`src/rtl/csir_pkg.sv`:
```
// Package for the processor status and interrupt register bank.
// Assumes a single core clock; offsets are word indexes on the plain port.
package csir_pkg;
  localparam int          CSIR_ADDR_W        = 4;
  localparam logic [3:0]  CSIR_OFS_STATUS    = 4'h0;
  localparam logic [3:0]  CSIR_OFS_IRQ_EN    = 4'h1;
  localparam logic [3:0]  CSIR_OFS_IRQ_PEND  = 4'h2;
  localparam logic [3:0]  CSIR_OFS_PIN_FLAG  = 4'h3;
  localparam logic [3:0]  CSIR_OFS_ALU_CTRL  = 4'h4;
  localparam logic [3:0]  CSIR_OFS_ALU_A     = 4'h5;
  localparam logic [3:0]  CSIR_OFS_ALU_B     = 4'h6;
  localparam logic [3:0]  CSIR_OFS_ALU_RES   = 4'h7;
  localparam logic [3:0]  CSIR_OFS_IRQ_TAKEN = 4'h8;
  // Status word bit positions
  localparam int          CSIR_PSW_CARRY     = 0;
  localparam int          CSIR_PSW_OVF       = 1;
  localparam int          CSIR_PSW_ZERO      = 2;
  localparam int          CSIR_PSW_NEG       = 3;
  localparam int          CSIR_PSW_UNDERFLOW = 4;
  localparam int          CSIR_PSW_STKY_OVF  = 5;
  localparam int          CSIR_PSW_STKY_UND  = 6;
  localparam int          CSIR_PSW_SAT_MODE  = 7;
  localparam int          CSIR_PSW_REPEAT    = 8;
  localparam int          CSIR_PSW_FREEZE    = 10;
  localparam int          CSIR_PSW_CACHE_EN  = 11;
  localparam int          CSIR_PSW_INVAL     = 12;
  localparam int          CSIR_PSW_IRQ_GATE  = 13;
  // Writable status bits 0-7,10-13; 8 is hardware, 9 and 14-31 read 0
  localparam logic [31:0] CSIR_PSW_WMASK     = 32'h0000_3CFF;
  localparam logic [31:0] CSIR_PSW_RESET     = 32'h0000_0000;
  // Interrupt sources: ext 0-3, serial tx/rx 0/1, timer 0/1, DMA
  localparam int          CSIR_NUM_IRQ       = 11;
  localparam int          CSIR_DMA_EN_LSB    = 16;
  localparam logic [31:0] CSIR_EN_WMASK      = 32'h07FF_07FF;
  localparam logic [31:0] CSIR_EN_RESET      = 32'h0000_0000;
  localparam logic [31:0] CSIR_PEND_RESET    = 32'h0000_0000;
  // Pin flag register bits
  localparam int          CSIR_PF_DIR0       = 1;
  localparam int          CSIR_PF_DRV0       = 2;
  localparam int          CSIR_PF_SMP0       = 3;
  localparam int          CSIR_PF_DIR1       = 5;
  localparam int          CSIR_PF_DRV1       = 6;
  localparam int          CSIR_PF_SMP1       = 7;
  localparam logic [31:0] CSIR_PF_RESET      = 32'h0000_0000;
  // Saturation limits
  localparam logic [31:0] CSIR_SAT_POS       = 32'h7FFF_FFFF;
  localparam logic [31:0] CSIR_SAT_NEG       = 32'h8000_0000;
  // ALU control: bit 0 subtract, bit 1 integer (else float status only)
  localparam int          CSIR_ALU_SUB       = 0;
  localparam int          CSIR_ALU_INT       = 1;
  typedef enum logic [1:0] {
    CSIR_OP_IDLE = 2'b00,
    CSIR_OP_ADD  = 2'b01,
    CSIR_OP_SUB  = 2'b10
  } csir_op_type;
endpackage

```
`src/rtl/csir_pin_sync.sv`:
```
// Three-stage synchroniser for one pin input with agreement filter.
// Assumes pin is asynchronous to clk_in.
`timescale 1ns/1ps
`default_nettype none
module csir_pin_sync
  import csir_pkg::*;
(
  input  wire logic clk_in,     // Core clock
  input  wire logic reset_n_in, // Async reset, active low
  input  wire logic pin_in,     // Raw pin level
  output logic      level_out   // Filtered level
);
  logic meta_r;
  logic s2_r;
  logic s3_r;
  logic level_r;

  always_ff @(posedge clk_in or negedge reset_n_in)
  begin
    if (!reset_n_in)
    begin
      meta_r  <= 1'b0;
      s2_r    <= 1'b0;
      s3_r    <= 1'b0;
      level_r <= 1'b0;
    end
    else
    begin
      meta_r <= pin_in;
      s2_r   <= meta_r;
      s3_r   <= s2_r;
      // Change counts only when stages two and three agree
      if (s2_r == s3_r)
      begin
        level_r <= s3_r;
      end
    end
  end

  assign level_out = level_r;
endmodule
`default_nettype wire

```
`src/rtl/csir_regs.sv`:
```
// Processor status, interrupt enable/pending and flag-pin registers.
// Assumes core datapath and peripherals on clk_in; flag pins asynchronous.
//
// Our own choices: the address map and the address-and-strobe port.
`timescale 1ns/1ps
`default_nettype none
module csir_regs
  import csir_pkg::*;
#(
  parameter int NUM_IRQ = CSIR_NUM_IRQ
)
(
  input  wire logic                   clk_in,           // Core clock, 125 MHz
  input  wire logic                   reset_n_in,       // Async reset, active low
  input  wire logic [CSIR_ADDR_W-1:0] addr_in,          // Register word index
  input  wire logic [31:0]            wdata_in,         // Write data
  input  wire logic                   wr_in,            // Write strobe
  input  wire logic                   rd_in,            // Read strobe
  output logic      [31:0]            rdata_out,        // Read data, next cycle
  input  wire logic [NUM_IRQ-1:0]     irq_event_in,     // Source event pulses
  input  wire logic                   repeat_active_in, // Repeat drives PC
  input  wire logic                   irq_ack_in,       // CPU entered service
  output logic                        cpu_irq_out,      // CPU interrupt request
  output logic      [NUM_IRQ-1:0]     dma_irq_out,      // DMA sync requests
  output logic                        cache_enable_out, // Cache may be used
  output logic                        cache_update_out, // Cache may change
  output logic                        cache_inval_out,  // Invalidate all, pulse
  input  wire logic                   flag_pin_0_in,    // Pin 0 level
  output logic                        flag_pin_0_out,   // Pin 0 drive value
  output logic                        flag_pin_0_oe_n_out, // Pin 0 enable, low drives
  input  wire logic                   flag_pin_1_in,    // Pin 1 level
  output logic                        flag_pin_1_out,   // Pin 1 drive value
  output logic                        flag_pin_1_oe_n_out  // Pin 1 enable, low drives
);
  logic [31:0]        status_r;
  logic [31:0]        irq_en_r;
  logic [NUM_IRQ-1:0] irq_pend_r;
  logic [NUM_IRQ-1:0] irq_pend_nxt;
  logic [31:0]        pin_ctrl_r;
  logic [31:0]        rdata_r;
  logic [1:0]         alu_ctrl_r;
  logic [31:0]        alu_a_r;
  logic [31:0]        alu_b_r;
  logic [31:0]        alu_res_r;
  logic [NUM_IRQ-1:0] taken_r;
  logic               cache_inval_r;
  logic               pin0_level;
  logic               pin1_level;
  logic               wr_status;
  logic               wr_pend;
  logic               alu_go;
  csir_op_type        op;
  logic [32:0]        sum;
  logic [31:0]        raw;
  logic [31:0]        result;
  logic               ovf;
  logic               carry;
  logic [NUM_IRQ-1:0] cpu_ready;

  assign wr_status = wr_in && (addr_in == CSIR_OFS_STATUS);
  assign wr_pend   = wr_in && (addr_in == CSIR_OFS_IRQ_PEND);
  assign alu_go    = wr_in && (addr_in == CSIR_OFS_ALU_B);

  // Integer datapath stand-in: a write to operand B launches one op
  always_comb
  begin
    op = CSIR_OP_IDLE;
    if (alu_go)
    begin
      op = alu_ctrl_r[CSIR_ALU_SUB] ? CSIR_OP_SUB : CSIR_OP_ADD;
    end
  end

  always_comb
  begin
    if (op == CSIR_OP_SUB)
    begin
      sum = {1'b0, alu_a_r} - {1'b0, wdata_in};
      ovf = (alu_a_r[31] != wdata_in[31]) && (sum[31] != alu_a_r[31]);
    end
    else
    begin
      sum = {1'b0, alu_a_r} + {1'b0, wdata_in};
      ovf = (alu_a_r[31] == wdata_in[31]) && (sum[31] != alu_a_r[31]);
    end
    carry = sum[32];
    raw   = sum[31:0];
    result = raw;
    if (ovf && status_r[CSIR_PSW_SAT_MODE] && alu_ctrl_r[CSIR_ALU_INT] && !alu_a_r[31])
    begin
      result = CSIR_SAT_POS;
    end
    if (ovf && status_r[CSIR_PSW_SAT_MODE] && alu_ctrl_r[CSIR_ALU_INT] && alu_a_r[31])
    begin
      result = CSIR_SAT_NEG;
    end
  end

  always_ff @(posedge clk_in or negedge reset_n_in)
  begin
    if (!reset_n_in)
    begin
      alu_ctrl_r <= 2'h0;
      alu_a_r    <= 32'h0000_0000;
      alu_b_r    <= 32'h0000_0000;
      alu_res_r  <= 32'h0000_0000;
    end
    else
    begin
      if (wr_in && (addr_in == CSIR_OFS_ALU_CTRL))
      begin
        alu_ctrl_r <= wdata_in[1:0];
      end
      if (wr_in && (addr_in == CSIR_OFS_ALU_A))
      begin
        alu_a_r <= wdata_in;
      end
      if (alu_go)
      begin
        alu_b_r   <= wdata_in;
        alu_res_r <= result;
      end
    end
  end

  // Status word: software load is masked by CSIR_PSW_WMASK; datapath updates flags
  always_ff @(posedge clk_in or negedge reset_n_in)
  begin
    if (!reset_n_in)
    begin
      status_r <= CSIR_PSW_RESET;
    end
    else
    begin
      if (wr_status)
      begin
        status_r <= wdata_in & CSIR_PSW_WMASK;
      end
      else if (alu_go)
      begin
        status_r[CSIR_PSW_CARRY] <= carry;
        status_r[CSIR_PSW_OVF]   <= ovf;
        status_r[CSIR_PSW_ZERO]  <= (result == 32'h0000_0000);
        status_r[CSIR_PSW_NEG]   <= result[31];
        // carry and overflow same with or without saturation; zero and sign from saturated result
        status_r[CSIR_PSW_STKY_OVF] <= status_r[CSIR_PSW_STKY_OVF] | ovf;
        if (!alu_ctrl_r[CSIR_ALU_INT])
        begin
          status_r[CSIR_PSW_UNDERFLOW] <= 1'b0;
        end
      end
      status_r[CSIR_PSW_INVAL] <= 1'b0;
      status_r[CSIR_PSW_REPEAT] <= repeat_active_in;
    end
  end

  // clear honoured when unfrozen or disabled
  always_ff @(posedge clk_in or negedge reset_n_in)
  begin
    if (!reset_n_in)
    begin
      cache_inval_r <= 1'b0;
    end
    else
    begin
      cache_inval_r <= wr_status && wdata_in[CSIR_PSW_INVAL]
                       && (!status_r[CSIR_PSW_FREEZE] || !status_r[CSIR_PSW_CACHE_EN]);
    end
  end

  assign cache_inval_out  = cache_inval_r;
  assign cache_enable_out = status_r[CSIR_PSW_CACHE_EN];
  // frozen cache keeps contents and LRU
  assign cache_update_out = status_r[CSIR_PSW_CACHE_EN] && !status_r[CSIR_PSW_FREEZE];

  always_ff @(posedge clk_in or negedge reset_n_in)
  begin
    if (!reset_n_in)
    begin
      irq_en_r <= CSIR_EN_RESET;
    end
    else if (wr_in && (addr_in == CSIR_OFS_IRQ_EN))
    begin
      irq_en_r <= wdata_in & CSIR_EN_WMASK;
    end
  end

  // events and software ones set; event beats clear
  always_comb
  begin
    irq_pend_nxt = irq_pend_r;
    if (wr_pend)
    begin
      irq_pend_nxt = wdata_in[NUM_IRQ-1:0];
    end
    irq_pend_nxt = (irq_pend_nxt & ~taken_r) | irq_event_in;
  end

  always_ff @(posedge clk_in or negedge reset_n_in)
  begin
    if (!reset_n_in)
    begin
      irq_pend_r <= CSIR_PEND_RESET[NUM_IRQ-1:0];
    end
    else
    begin
      irq_pend_r <= irq_pend_nxt;
    end
  end

  // Highest-priority ready source, lowest bit first
  genvar gi;
  generate
    for (gi = 0; gi < NUM_IRQ; gi++)
    begin : g_src
      // CPU: pending, CPU enable and global enable; DMA: pending and DMA enable only
      assign cpu_ready[gi] = irq_pend_r[gi] && irq_en_r[gi] && status_r[CSIR_PSW_IRQ_GATE];
      assign dma_irq_out[gi] = irq_pend_r[gi] && irq_en_r[CSIR_DMA_EN_LSB + gi];
    end
  endgenerate

  assign cpu_irq_out = |cpu_ready;

  // Acknowledge clears the serviced flag next cycle
  always_ff @(posedge clk_in or negedge reset_n_in)
  begin
    if (!reset_n_in)
    begin
      taken_r <= '0;
    end
    else
    begin
      taken_r <= '0;
      if (irq_ack_in)
      begin
        taken_r <= cpu_ready & ~(cpu_ready - NUM_IRQ'(1));
      end
    end
  end

  csir_pin_sync u_sync0
  (
    .clk_in     (clk_in),
    .reset_n_in (reset_n_in),
    .pin_in     (flag_pin_0_in),
    .level_out  (pin0_level)
  );

  csir_pin_sync u_sync1
  (
    .clk_in     (clk_in),
    .reset_n_in (reset_n_in),
    .pin_in     (flag_pin_1_in),
    .level_out  (pin1_level)
  );

  always_ff @(posedge clk_in or negedge reset_n_in)
  begin
    if (!reset_n_in)
    begin
      pin_ctrl_r <= CSIR_PF_RESET;
    end
    else if (wr_in && (addr_in == CSIR_OFS_PIN_FLAG))
    begin
      pin_ctrl_r[CSIR_PF_DIR0] <= wdata_in[CSIR_PF_DIR0];
      pin_ctrl_r[CSIR_PF_DRV0] <= wdata_in[CSIR_PF_DRV0];
      pin_ctrl_r[CSIR_PF_DIR1] <= wdata_in[CSIR_PF_DIR1];
      pin_ctrl_r[CSIR_PF_DRV1] <= wdata_in[CSIR_PF_DRV1];
    end
  end

  assign flag_pin_0_out      = pin_ctrl_r[CSIR_PF_DRV0];
  assign flag_pin_0_oe_n_out = !pin_ctrl_r[CSIR_PF_DIR0];
  assign flag_pin_1_out      = pin_ctrl_r[CSIR_PF_DRV1];
  assign flag_pin_1_oe_n_out = !pin_ctrl_r[CSIR_PF_DIR1];

  // Read mux; unmapped indexes read zero
  always_ff @(posedge clk_in or negedge reset_n_in)
  begin
    if (!reset_n_in)
    begin
      rdata_r <= 32'h0000_0000;
    end
    else
    begin
      rdata_r <= 32'h0000_0000;
      if (rd_in)
      begin
        if (addr_in == CSIR_OFS_STATUS)
        begin
          rdata_r <= status_r;
        end
        else if (addr_in == CSIR_OFS_IRQ_EN)
        begin
          rdata_r <= irq_en_r;
        end
        else if (addr_in == CSIR_OFS_IRQ_PEND)
        begin
          // bits above DMA flag read zero
          rdata_r <= {{(32-NUM_IRQ){1'b0}}, irq_pend_r};
        end
        else if (addr_in == CSIR_OFS_PIN_FLAG)
        begin
          rdata_r <= {24'h000000, pin1_level, pin_ctrl_r[CSIR_PF_DRV1],
                      pin_ctrl_r[CSIR_PF_DIR1], 1'b0, pin0_level,
                      pin_ctrl_r[CSIR_PF_DRV0], pin_ctrl_r[CSIR_PF_DIR0], 1'b0};
        end
        else if (addr_in == CSIR_OFS_ALU_CTRL)
        begin
          rdata_r <= {30'h0000_0000, alu_ctrl_r};
        end
        else if (addr_in == CSIR_OFS_ALU_A)
        begin
          rdata_r <= alu_a_r;
        end
        else if (addr_in == CSIR_OFS_ALU_B)
        begin
          rdata_r <= alu_b_r;
        end
        else if (addr_in == CSIR_OFS_ALU_RES)
        begin
          rdata_r <= alu_res_r;
        end
        else if (addr_in == CSIR_OFS_IRQ_TAKEN)
        begin
          rdata_r <= {{(32-NUM_IRQ){1'b0}}, cpu_ready};
        end
      end
    end
  end

  assign rdata_out = rdata_r;
endmodule
`default_nettype wire

```
`config.mk`:
```
export PLATFORM = sky130hd
export DESIGN_NAME = csir_regs
export DESIGN_NICKNAME = d
export VERILOG_FILES = /design/src/rtl/csir_pkg.sv /design/src/rtl/csir_pin_sync.sv /design/src/rtl/csir_regs.sv
export SDC_FILE = /design/constraint.sdc
export NUM_CORES = 1
export LEC_CHECK = 0
export BUFFER_PORTS_ARGS = -buffer_cell sky130_fd_sc_hd__buf_2
export CAP_MARGIN = 20
export CELL_PAD_IN_SITES_DETAIL_PLACEMENT = 0
export CELL_PAD_IN_SITES_GLOBAL_PLACEMENT = 2
export CORE_UTILIZATION = 41
export CTS_BUF_LIST = sky130_fd_sc_hd__clkbuf_8
export DETAILED_ROUTE_END_ITERATION = 10
export PLACE_DENSITY = 0.91
export SYNTH_ARGS = -nofsm -noshare
export SYNTH_HDL_FRONTEND = slang
export SYNTH_SLANG_ARGS = --single-unit
```
`constraint.sdc`:
```
create_clock -name clk_in -period 6.2 [get_ports clk_in]
set_input_delay 0.62 -clock clk_in [delete_from_list [all_inputs] [get_ports clk_in]]
set_output_delay 0.62 -clock clk_in [all_outputs]
set_load 0.1 [all_outputs]
```
==> impl_metrics.py <==
metrics = {
    "worst_setup_path": {
        "worst_setup_path_start_kind": "flip-flop",
        "endpoint_kind_of_the_worst_setup_timing_path": "flip-flop",
        "timing.critical_path.arrival_ns": 4.74,
        "ff2ff_setup_slack_ns": 1.91,
        "timing.critical_path.cells": "ha_1 > inv_1 > a2111oi_1 > nand2_1 > and3_1 > o32ai_1 > a21oi_2 > mux2_4 > o21ai_4 > buf_4 > nand2_2 > o311ai_0 > o21a_1",
        "critical_path.slowest_cell": "sky130_fd_sc_hd__a2111oi_1",
        "worst-path-max-fanout": 23,
        "setup.worst_path.class": "flip-flop to flip-flop",
        "worst_ep_required_time_ns": 6.65,
        "cp_slowest_stage_delay_ns": 0.79,
    },
    "power": {
        "peakVddDrop_uv": 129,
        "total_leakage_power_nw": 6.33,
        "p_total_mw": 4.43,
        "total_power_per_unit_cell_area_nw_per_um2": 327,
    },
    "cells_and_area": {
        "mostFrequentLayoutCells": "199 x sky130_fd_sc_hd__dfrtp_1, 184 x sky130_fd_sc_hd__nand2_1, 156 x sky130_fd_sc_hd__o21ai_0, 104 x sky130_fd_sc_hd__buf_2, 102 x sky130_fd_sc_hd__a21oi_1",
        "final_area_um2": 13600,
        "num_antenna_cells": 0,
        "nNetsFinal": 1584,
        "layout_commonest_cell": "sky130_fd_sc_hd__dfrtp_1",
        "drive_gt1_frac": 0.131,
        "syn2layout_area_growth_pct": 10.2,
    },
    "floorplanning": {
        "initial_cell_density_of_the_core": 0.416,
        "dieArea_um2": 30700,
        "io-pin-count": 106,
        "fp.dieH_um": 175,
        "fp-row-count": 63,
        "core_area_um2": 29600,
        "die_width_um": 175,
    },
    "global_routing": {
        "gr-total-overflow": 0,
        "globalRouteMet2Util": 0.389,
        "antenna_found_initial": 0,
        "met3_usage": 0.0671,
        "grt_max_degree": 76,
        "globalRoute.busiestLayer": "met1",
        "grtUsageTotal": 0.277,
        "grt_first_pass_wirelength_um": 64500,
        "globalRouteMet1Util": 0.411,
        "first_global_vias": 10500,
    },
    "timing": {
        "final-hold-violation-count": 0,
        "timing.slew.headroom": 0.362,
        "fin_crit_ns": 4.29,
        "setup_viol": 0,
        "fin_skew_ns": 0.0194,
        "totalNegativeSetupSlack_ns": 0,
        "finalMaxSlewViolations": 0,
        "timing_worst_slew_pin_value_ns": 0.954,
        "fin_crit_sh": 0.692,
        "grt_setup_unrepaired": "false",
        "timing.final.ws_setup_ns": 1.91,
        "fmax_mhz": 233,
    },
    "placement": {
        "dpl-instance-area_um2": 13100,
        "place.port_buffers": 105,
        "dp_worst_setup_slack_ns": 1.60,
        "dp.final_hpwl_um": 31800,
        "gp_congestion": 0.902,
    },
    "yosys": {
        "synth_edf_count": 0,
        "syn-cell-area_um2": 12300,
        "seq_area_frac_synth": 0.405,
        "synth-async-reset-ratio": 1.00,
        "ys.warnings.count": 0,
        "ys_ff_latch": 199,
        "synthesis.instances": 1408,
        "synthesis.area_per_instance_um2": 8.74,
        "yosys.cell_types.count": 85,
        "ys.flop_type": "sky130_fd_sc_hd__dfrtp_1",
        "mappedNetlistNets": 1529,
    },
    "outcome": {
        "failing_checks": "DRC",
        "status": "finished, violations left",
    },
    "clock_network": {
        "clock_path_buffers": 2,
        "cts_hold_buffers": 0,
        "cts.htree.levels": 4,
        "cts_bufs_inserted": 17,
        "clock_latency_ns": 0.51,
        "clkTransAtPathRegs_ns": 0.11,
        "cts_tree": "done",
        "cts_setup_buffers": 0,
        "cts.repair.resized": 0,
        "cts_sink_count": 199,
        "cts_root_buffer": "sky130_fd_sc_hd__clkbuf_8",
    },
    "route": {
        "wirelength_um": 42000,
        "initialDrtViolationCount": 1369,
        "routed_wire_length_per_instance_um": 22.5,
        "detailed_routing_iteration_count_for_the_pre_antenna_repair_pass": 9,
        "num_vias": 11200,
        "antenna_left": 0,
        "drc_errors": 2,
        "post_drt_via_cell_ratio": 6.01,
    },
    "run": {
        "maxCapViolCount": 0,
    },
    "min_path": {
        "path_class_of_the_lowest_slack_min_delay_path": "input pin to asynchronous set/reset pin",
    },
}
==> path summary, 6_finish.rpt <==
path | end | from | cells past startpoint
max | alu_res_r[4] | alu_a_r[26] | 13
min | u_sync1.s2_r | reset_n_in | 1
max reg2reg | alu_res_r[4] | alu_a_r[26] | 13
min reg2reg | u_sync0.s2_r | u_sync0.meta_r | 0
max in group asynchronous | alu_a_r[29] | reset_n_in | 2
min in group clk_in | u_sync1.meta_r | flag_pin_1_in | 1
==> power breakdown <==
part / internal (mW) / total (mW) / switching [mW]
Sequential: 1.54 / 1.80 / 0.261
Combinational: 0.551 / 1.72 / 1.17
Clock: 0.419 / 0.913 / 0.494
==> cell usage after synthesis, drive strengths merged (15+ instances only) <==
master | instances | share of area
a222oi | 24 | 0.020
a31oi | 15 | 0.0076
buf | 20 | 0.0094
and2 | 22 | 0.011
o21a | 20 | 0.012
o21ai | 162 | 0.067
nor2 | 80 | 0.024
nand3 | 15 | 0.0061
o211ai | 22 | 0.013
nor4 | 15 | 0.0076
a21oi | 103 | 0.042
inv | 74 | 0.023
o31ai | 20 | 0.013
nand2 | 187 | 0.057
xnor2 | 24 | 0.017
nand2b | 15 | 0.0076
dfrtp | 199 | 0.40
nor3 | 23 | 0.0098
clkbuf | 66 | 0.020
mux2i | 17 | 0.014
a21o | 24 | 0.015
o21bai | 16 | 0.0098
ha | 64 | 0.065
a211oi | 17 | 0.012
==> layout make-up <==
| cell class | instances | area, um^2 |
|---|---|---|
| timing repair buffer | 122 | 674 |
| inverter | 74 | 278 |
| tap | 390 | 488 |
| clock buffer | 18 | 248 |
| fill | 2966 | 16000 |
| sequential | 199 | 4980 |
| clock inverter | 14 | 184 |
| multi-input combinational | 1049 | 6710 |
==> kinds of logic (layout without fill, tap and decap cells) <==
logic type,after synthesis,count (layout),synth area share
multiplexers,26,26,0.0224
AND/OR/NAND/NOR,428,428,0.166
XOR/XNOR,25,25,0.0178
flip-flops,199,199,0.405
buffers and inverters,160,228,0.0521
AO/OA/AOI/OAI,502,502,0.268
adder cells (fa/ha/maj),68,68,0.0699
==> critical path: cells and delay by family (launching register included) <==
family,cells,cell delay (ns)
mux,1,0.33
fa+ha+maj,1,0.53
buf+inv,2,0.49
simple gates,3,0.65
flops,1,0.47
compound gates,6,1.76
==> stage by stage <==
stage,hold WS (ns),utilization,cells
2_1_floorplan,0.324,-,1408
3_3_place_gp,0.334,0.443,1833
3_5_place_dp,0.336,0.443,1833
4_1_cts,0.123,0.458,1865
5_1_grt,0.138,0.459,1866
6_report,0.111,0.459,1866
==> state kept, by name (all words and copies together), names as in the netlist, 2 cells and up <==
| signal | cells |
|---|---|
| alu_ctrl_r | 2 |
| status_r | 12 |
| irq_pend_r | 11 |
| alu_b_r | 32 |
| irq_en_r | 22 |
| taken_r | 11 |
| alu_res_r | 32 |
| rdata_out | 32 |
| alu_a_r | 32 |
| pin_ctrl_r | 2 |
==> layer usage <==
layer  vias to the layer above  wire (um)
li1                       5210          -
met1                      5473      19800
met2                       484      17300
met3                        55       3650
met4                         0       1280
met5                         -          0
(Power assumes the default switching activity.)
